==> src/logic/dswp_pkg.sv <==
// package of constants for the display serial write port
package dswp_pkg;

  // word geometry
  localparam int DSWP_BYTE_BITS = 8;
  localparam int DSWP_CNT_W = 4;
  localparam logic [3:0] DSWP_BITS_4W = 4'h8;
  localparam logic [3:0] DSWP_BITS_3W = 4'h9;

  // values after reset
  localparam logic [3:0] DSWP_CNT_RST = 4'h0;
  localparam logic [8:0] DSWP_SHIFT_RST = 9'h000;

  // bus-select pin levels
  localparam logic DSWP_MODE_4W = 1'b0;
  localparam logic DSWP_MODE_3W = 1'b1;

  // fifo depth
  localparam int DSWP_FIFO_DEPTH = 16;

endpackage

==> src/logic/dswp_port.sv <==
// serial write port of the display controller with its receive fifo
// Operation
// - interface mode fixed by bus-select pin; only 4-wire and 3-wire serial exist
// - bus-select low gives 4-wire, high gives 3-wire 9-bit mode
// - clock pin is shift clock, data pin is serial data input
// - 4-wire: shift 8 bits on rising clock edges, msb first
// - 4-wire: command/data pin sampled on eighth clock, byte routed then
// - write only; no read-back path of any kind
// - 3-wire: nine bits per word, flag first, completes on ninth clock
// - 3-wire: flag one goes to display ram, zero to command register
// - transfers taken only while chip select is low
// - active-low reset pin returns shift logic, overrun and busy to initial state; fifo keeps its words
`timescale 1ns/100ps

// ----------------------------------------
// fifo of received words
// ----------------------------------------
module dswp_fifo #(
  parameter int WIDTH = 9,
  parameter int DEPTH = 16
) (
  // clock and reset
  input wire logic sys_clk,
  input wire logic rst,
  // fill side
  input wire logic in_valid,
  input wire logic [WIDTH-1:0] in_data,
  output logic in_ready,
  // drain side
  output logic out_valid,
  output logic [WIDTH-1:0] out_data,
  input wire logic out_ready
);
  localparam int AW = $clog2(DEPTH);
  logic [WIDTH-1:0] mem [DEPTH];
  logic [AW-1:0] wr_ptr_r;
  logic [AW-1:0] rd_ptr_r;
  logic [AW:0] count_r;
  wire push = in_valid && in_ready;
  wire pop = out_valid && out_ready;

  // full and empty straight from the occupancy count; depth is compared at the
  // count's own width, since a power-of-two depth does not fit the pointer width
  assign in_ready = (count_r != (AW+1)'(DEPTH));
  assign out_valid = (count_r != '0);
  assign out_data = mem[rd_ptr_r];

  // storage has no reset, only pointers and count do
  always_ff @(posedge sys_clk)
  begin
    if (push)
    begin
      mem[wr_ptr_r] <= in_data;
    end
  end

  // pointer and count update
  always_ff @(posedge sys_clk)
  begin
    if (rst)
    begin
      wr_ptr_r <= '0;
      rd_ptr_r <= '0;
      count_r <= '0;
    end
    else
    begin
      if (push)
        wr_ptr_r <= AW'(wr_ptr_r + 1'b1);
      if (pop)
        rd_ptr_r <= AW'(rd_ptr_r + 1'b1);
      count_r <= (AW+1)'(count_r + {{AW{1'b0}}, push} - {{AW{1'b0}}, pop});
    end
  end
endmodule // dswp_fifo

// ----------------------------------------
// serial port top
// ----------------------------------------
module dswp_port (
  // clock and reset
  input wire logic sys_clk,
  input wire logic rst,
  // host pins
  input wire logic reset_n_input,
  input wire logic bus_mode_select_pin,
  input wire logic select_n_pin,
  input wire logic shift_clk_pin,
  input wire logic shift_data_in,
  input wire logic cmd_data_pin,
  output logic busy_n_output,
  // internal controller side: busy from the core, words out
  input wire logic core_busy,
  output logic word_valid,
  output logic word_is_data,
  output logic [7:0] word_byte,
  input wire logic word_ready,
  // overflow marker
  output logic overrun_r
);
  // three-stage synchronisers for every pin
  logic [2:0] sel_n_s;
  logic [2:0] sclk_s;
  logic [2:0] sdi_s;
  logic [2:0] dc_s;
  logic [2:0] msel_s;
  logic [2:0] prst_s;
  logic sel_n_r;
  logic sclk_r;
  logic sdi_r;
  logic dc_r;
  logic mode_r;
  logic prst_n_r;
  logic [3:0] cnt_r;
  logic [3:0] cnt_nxt;
  logic [8:0] shift_r;
  logic [8:0] shift_nxt;
  logic push_r;
  logic [8:0] push_word_r;
  logic busy_n_r;
  logic fifo_ready;
  logic fifo_valid;
  logic [8:0] fifo_data;

  // filtered levels: a change counts once stages two and three agree
  always_ff @(posedge sys_clk)
  begin
    if (rst)
    begin
      sel_n_s <= 3'h7;
      sclk_s <= 3'h0;
      sdi_s <= 3'h0;
      dc_s <= 3'h0;
      msel_s <= 3'h0;
      prst_s <= 3'h0;
      sel_n_r <= 1'b1;
      sclk_r <= 1'b0;
      sdi_r <= 1'b0;
      dc_r <= 1'b0;
      mode_r <= dswp_pkg::DSWP_MODE_4W;
      prst_n_r <= 1'b0;
    end
    else
    begin
      sel_n_s <= {sel_n_s[1:0], select_n_pin};
      sclk_s <= {sclk_s[1:0], shift_clk_pin};
      sdi_s <= {sdi_s[1:0], shift_data_in};
      dc_s <= {dc_s[1:0], cmd_data_pin};
      msel_s <= {msel_s[1:0], bus_mode_select_pin};
      prst_s <= {prst_s[1:0], reset_n_input};
      if (sel_n_s[1] == sel_n_s[2]) sel_n_r <= sel_n_s[2];
      if (sclk_s[1] == sclk_s[2]) sclk_r <= sclk_s[2];
      if (sdi_s[1] == sdi_s[2]) sdi_r <= sdi_s[2];
      if (dc_s[1] == dc_s[2]) dc_r <= dc_s[2];
      if (msel_s[1] == msel_s[2]) mode_r <= msel_s[2];
      if (prst_s[1] == prst_s[2]) prst_n_r <= prst_s[2];
    end
  end

  // decode: rising shift clock inside an active frame
  wire sclk_rise = sclk_s[2] && (sclk_s[1] == sclk_s[2]) && !sclk_r;
  wire active = !sel_n_r && prst_n_r;
  wire take_bit = active && sclk_rise;
  wire [3:0] word_bits = (mode_r == dswp_pkg::DSWP_MODE_3W) ? dswp_pkg::DSWP_BITS_3W
                                                           : dswp_pkg::DSWP_BITS_4W;
  wire last_bit = take_bit && (cnt_r == word_bits - 4'h1);
  wire [8:0] shifted = {shift_r[7:0], sdi_r};
  // 4-wire takes the pin on the eighth clock; 3-wire ignores the pin
  wire flag_4w = dc_r;
  wire flag_3w = shift_r[7];
  wire word_flag = (mode_r == dswp_pkg::DSWP_MODE_3W) ? flag_3w : flag_4w;

  // counter and shifter next values; deselect drops a partial word
  assign cnt_nxt = !active ? dswp_pkg::DSWP_CNT_RST
                 : last_bit ? dswp_pkg::DSWP_CNT_RST
                 : take_bit ? 4'(cnt_r + 4'h1) : cnt_r;
  assign shift_nxt = !active ? dswp_pkg::DSWP_SHIFT_RST : take_bit ? shifted : shift_r;

  // shift state; reset pin held low clears it too
  always_ff @(posedge sys_clk)
  begin
    if (rst || !prst_n_r)
    begin
      cnt_r <= dswp_pkg::DSWP_CNT_RST;
      shift_r <= dswp_pkg::DSWP_SHIFT_RST;
      push_r <= 1'b0;
      push_word_r <= 9'h000;
      overrun_r <= 1'b0;
      busy_n_r <= 1'b0;
    end
    else
    begin
      cnt_r <= cnt_nxt;
      shift_r <= shift_nxt;
      push_r <= last_bit;
      push_word_r <= {word_flag, shifted[7:0]};
      // a word arriving at a full fifo is lost; marker is sticky until reset
      if (push_r && !fifo_ready)
        overrun_r <= 1'b1;
      // busy low while the core works or the fifo has no room
      busy_n_r <= !core_busy && fifo_ready;
    end
  end

  dswp_fifo #(
    .WIDTH(9),
    .DEPTH(dswp_pkg::DSWP_FIFO_DEPTH)
  ) u_fifo (
    .sys_clk(sys_clk),
    .rst(rst),
    .in_valid(push_r),
    .in_data(push_word_r),
    .in_ready(fifo_ready),
    .out_valid(fifo_valid),
    .out_data(fifo_data),
    .out_ready(word_ready)
  );

  // outputs; no read path exists toward the host
  assign busy_n_output = busy_n_r;
  assign word_valid = fifo_valid;
  assign word_is_data = fifo_data[8];
  assign word_byte = fifo_data[7:0];
endmodule // dswp_port

==> config.mk <==
export PLATFORM = sky130hd
export DESIGN_NAME = dswp_port
export DESIGN_NICKNAME = d
export VERILOG_FILES = /design/src/logic/dswp_pkg.sv /design/src/logic/dswp_port.sv
export SDC_FILE = /design/constraint.sdc
export NUM_CORES = 1
export LEC_CHECK = 0
export ABC_CLOCK_PERIOD_IN_PS = 2600
export BUFFER_PORTS_ARGS = -buffer_cell sky130_fd_sc_hd__clkbuf_2
export CAP_MARGIN = 0
export CORE_MARGIN = 1
export CORE_UTILIZATION = 55
export DETAILED_ROUTE_END_ITERATION = 6
export GPL_TIMING_DRIVEN = 0
export PLACE_DENSITY = 0.74
export SLEW_MARGIN = 0
export SYNTH_ARGS = -nofsm -noshare
export SYNTH_HDL_FRONTEND = slang
export SYNTH_HIERARCHICAL = 1
export SYNTH_SLANG_ARGS = --single-unit
==> constraint.sdc <==
create_clock -name sys_clk -period 2.6 [get_ports sys_clk]
set_input_delay 0.52 -clock sys_clk [delete_from_list [all_inputs] [get_ports sys_clk]]
set_output_delay 0.52 -clock sys_clk [all_outputs]
set_load 0.02 [all_outputs]
# --- After elaboration in Yosys (flattened, before gate mapping) ---
# Memory sizes are Yosys's and may differ from the RTL's. A register that Yosys moved wholly into a read port is not among the register bits.
# Index checks and enable logic that the tools add are counted.
totals:
  ff_bits: 61
  ram_bits: 144
  input_bits: 10
  out_inout_bits: 12
  elab_cells: 61
  memories: 1
mem_list:
  columns: ["name", "words", "width", "read_ports", "rd_ports_with_merged_regs", "wr", "line_no", "source"]
  rows:
  - ["u_fifo.mem", 16, 9, 1, 1, 1, "dswp_port.sv:35", "logic [WIDTH-1:0] mem [DEPTH];"]
op_classes:
  n_addsub: 6
  eq_ne: 8
  mux: 6
  bitwise_logic: 1
  n_reduce_logical: 18
op_table:
  columns: ["operator", "count"]
  rows:
  - ["4-bit by 1-bit adder with 4-bit output, second input constant", 3]
  - ["1-bit logical AND", 9]
  - ["4-bit 2-to-1 mux", 2]
  - ["1-bit equality test", 6]
  - ["5-bit by 1-bit adder with 5-bit output", 1]
  - ["1-bit zero test", 5]
  - ["5-bit inequality test, second input constant", 1]
  - ["5-bit nonzero test", 1]
  - ["5-bit by 1-bit subtractor with 5-bit output", 1]
  - ["4-bit equality test", 1]
  - ["1-bit 2-to-1 mux", 4]
  - ["4-bit by 1-bit subtractor with 4-bit output, second input constant", 1]
  - ["3-bit OR reduction", 1]
  - ["2-bit OR reduction", 1]
  - ["1-bit logical OR", 1]
  - ["1-bit NOT", 1]

# --- Longest topological paths before layout ---
depth:
  word_depth: 6
  ltp_mapped: 15
  ltp_nobuf: 14

# --- By module ---
# Netlist, hierarchy kept.
modules_own_cells:
  columns: ["mod", "instances", "cells_per_inst", "area_per_inst_um2", "seq_area_each_um2"]
  rows:
  - ["dswp_fifo", 1, 332, 6416.2, 4664.5]
  - ["dswp_port", 1, 153, 1581.5, 960.9]

# --- Least setup slack after synthesis ---
# OpenSTA, ideal clock, no wires.
synth_path:
  path_kind: "reg-to-reg"
  start: "register u_fifo.count_r[3]"
  end: "register u_fifo.count_r[4]"
  setup_time_ns: 0.117
  t_arrival_ns: 2.557
  required_time_ns: 2.483
  setup_slack_ns: -0.073
  stages_incl_launch_ff: 16
  path_buffers: 1
  synth_period_minus_slack_ns: 2.673
  path_cell_list: "dfxtp_1 inv_1 ha_1 or4b_1 clkbuf_2 nand2_1 inv_1 ha_1 inv_1 ha_1 inv_1 fa_1 nor2b_1 o21bai_1 a21oi_1 nor3b_1"
synth_between:
  elab_cells_between_ends: 6
  cone_classes: "add/sub (2); eq/ne (1); reduce/logical (3)"
synth_rtl:
  columns: ["element", "line_no", "source"]
  rows:
  - ["start, declared", "dswp_port.sv:38", "logic [AW:0] count_r;"]
  - ["start signal, assigned", "dswp_port.sv:72", "count_r <= (AW+1)'(count_r + {{AW{1'b0}}, push} - {{AW{1'b0}}, pop});"]
  - ["5-bit nonzero test", "dswp_port.sv:45", "assign out_valid = (count_r != '0);"]
  - ["via word_valid", "dswp_port.sv:94", "output logic word_valid,"]
  - ["1-bit logical AND", "dswp_port.sv:40", "wire pop = out_valid && out_ready;"]
  - ["5-bit by 1-bit subtractor with 5-bit output", "dswp_port.sv:72", null]
# The timed path passes the listed nets, and every way through them passes these cells.
# A chain may end at the register's enable or synchronous reset.

==> impl_metrics.toml <==
[status]
status = "complete, but fails checks"
violations = "negative setup slack"

[critical_path]
timing.critical_path.mode_cell = "buf_6"
rrSetupSlack_ps = 50
crit_type = "reg2out"
timing.critical_path.fanout_max = 5
start_kind = "flip-flop"
crit_required_ps = 2080
cpPeakStageDelay_ps = 510
crit_chain = "buf_8 > buf_6 > buf_12 > mux4_2 > a22oi_2 > nand2_1 > buf_6"
crit_arrival_ps = 2240
crit_path_top_delay_cell = "mux4_2"
cp-end-kind = "output port"

[clocking]
insertion_delay_ps = 490
cts-hold-fix-buffers = 0
cts_buffers = 21
clockBufferDepth = 3
htreeDepth = 1
clkTransAtPathRegs_ps = 60
clk_root_buffer_cell = "clkbuf_16"
cts_tree = "done"
cts.sinks = 209

[floorplanning]
die_w_um = 123
start_util_pct = 57.0
pin_count = 22
coreArea_mm2 = 0.0140
core.rowCount = 43
die_h_um = 123
die-area_mm2 = 0.0150

[detailed_routing]
vias_per_cell = 5.69
first_pass_iters = 4
ant_nets = 0
routed_wl_um = 15500
detail_route.wl_per_cell_um = 20.7
vias = 4271
drc = 0
first_iter_violations = 354

[logic_synthesis]
synth_area_leaders = "edfxtp_1 (54%), dfxtp_1 (16%), mux4_1 (6.6%)"
synth_fp_nets = 509
ys_warn_count = 6
syn_avg_cell_area_um2 = 16.5
ys.flop_type = "edfxtp_1"
seq_area_frac_synth_pct = 70.3
synth_cells = 485
synthTopCellsByCount = "edfxtp_1 (144), dfxtp_1 (65), nand2_1 (42)"
synth.most_common_cell = "edfxtp_1"
synth-async-reset-ratio_pct = 0
synth_cell_type_count = 47
ys_seq_elements = 209
synth_top_area_cell = "edfxtp_1"
synth_area_mm2 = 0.00800
synth-edff-count = 144
synth_top_area_share_pct = 54.1

[power]
total_power_mw = 7.83
leakagePower_nw = 2.94
p_comb_share_pct = 18.6
seq_power_share_pct = 46.5
powerDensity_mw_per_mm2 = 830
p_int_mw = 6.02
clkPwrFrac_pct = 34.9
swShare_pct = 23.1
power_switching_mw = 1.81
ir_worst_vdd_v = 0.000812

[timing]
min_period_ps = 2760
finalClockSkew_ps = 11.2
period_share_pct = 106
setup_viol = 9
slew_headroom_pct = 36.5
slew_violations = 0
hold_viol_final = 0
fmax_mhz = 362
setup_slack_ps = -159
rsz0062_at_grt = "true"
worst_slew_pin_slew_ps = 948

[min_path]
hp-class = "in2reg"

[global_routing]
grt_max_degree = 17
grt-ovfl-total = 0
track_usage_pct = 21.5
grt_pass1_vias = 4378
grt_pass1_wl_um = 23700
antenna_found_initial = 0

[place]
portBuffers = 21
post-dp-hpwl_um = 9270
place_ws_ps = -328
place.gp.congestion = 0.775

[final_layout]
num_antenna_cells = 0
area_growth_pct = 18.0
layout.nets = 580
fillCellCount = 922
regArea_mm2 = 0.00563
final_layout_size_suffix_gt1_share_pct = 30.4
multi_input_area_mm2 = 0.00229

[run]
cap_violations = 0
-- layer usage --
layer,global-route usage [%],wire (um),up-vias
li1,-,-,1964
met1,28.1,6160,2125
met2,36.9,7990,150
met3,3.67,1090,32
met4,5.95,314,0
met5,0,0,-
-- critical path: cells and delay by family, from the launching register on --
family,cells,cell delay (ps)
flops,1,330
simple gates,1,120
buf+inv,4,530
mux,1,510
compound gates,1,270
-- placed cells by master (no fill, tap or decap), types with 5 or more instances in the layout --
cell type,Yosys,layout
inv_2,0,5
buf_2,4,6
buf_4,2,19
nor2_1,28,28
clkbuf_1,6,9
edfxtp_1,144,144
a22oi_2,0,17
nand3_1,7,7
clkinv_2,0,6
mux4_2,16,32
xor2_1,6,6
a21oi_1,21,20
nand2_1,42,41
clkbuf_8,1,5
inv_1,12,7
dfxtp_1,65,62
clkbuf_2,1,14
buf_6,3,10
o21ai_0,5,5
clkbuf_16,0,21
nor2b_1,19,18
buf_12,1,6
ha_1,13,10
and2_1,10,9
-- power by group through the flow --
stage	clock network, mW	logic, mW	registers [mW]
4_1_cts	2.80	1.27	3.63
2_1_floorplan	0	0.684	3.68
3_5_place_dp	0	0.861	3.70
6_report	2.74	1.46	3.64
5_1_grt	2.92	1.57	3.64
3_3_place_gp	0	0.833	3.69
-- state kept, by name, indices dropped and copies added (netlist names), 3 cells and up, named ones only --
register / flops
cnt_r: 4
dc_s: 3
msel_s: 3
prst_s: 3
push_word_r: 9
sclk_s: 3
sdi_s: 3
sel_n_s: 3
shift_r: 8
u_fifo/count_r: 5
u_fifo/mem: 144
u_fifo/rd_ptr_r: 4
u_fifo/wr_ptr_r: 4
-- repair_timing --
action                     CTS  global route
pin swaps                   16            15
setup endpoints to repair   47            19
gates cloned                 1             0
gates resized for setup     58            31
buffers inserted            19            10
-- cell type report --
type	instances	share of cell area [%]
clock buffer	26	5.77
tap	180	2.39
inverter	12	0.477
buffer	18	1.58
timing repair buffer	51	5.02
multi-input combinational	243	24.3
sequential	209	59.6
clock inverter	11	0.848
-- logic make-up (layout without fill, tap and decap cells) --
group           Yosys count  count (layout)  synth area share [%]
compound gates           49              49                  3.94
xor+xnor                  8               8                 0.876
fa+ha+maj                14              14                  2.28
buf+inv                  33             118                  2.46
flops                   209             209                  70.3
mux                      38              38                  11.3
simple gates            134             134                  8.78
-- worst paths after layout --
path,from,to,depth (start not counted)
worst max-delay path,flip-flop,word_byte[5],7
worst min-delay path,core_busy,busy_n_output$_SDFF_PP0_,2
worst max register to register,u_fifo/count_r[2]$_SDFF_PP0_,u_fifo/count_r[4]$_SDFF_PP0_,14
worst min register to register,sel_n_s[0]$_SDFF_PP1_,sel_n_s[1]$_SDFF_PP1_,1
-- through the flow --
stage | TNS, ps | hold WS, ps | area [um2] | cells | util (%)
finish | -859 | 193 | 9440 | 750 | 67.2
global route | -1530 | 207 | 9440 | 750 | 67.2
CTS | -1340 | 181 | 9340 | 741 | 66.5
detailed placement | -6890 | 410 | 8340 | 686 | 59.4
global placement | -5510 | 395 | 8340 | 686 | 59.4
floorplan | -12.3 | 389 | 8010 | 485 | -
(Power assumes the default switching activity.)
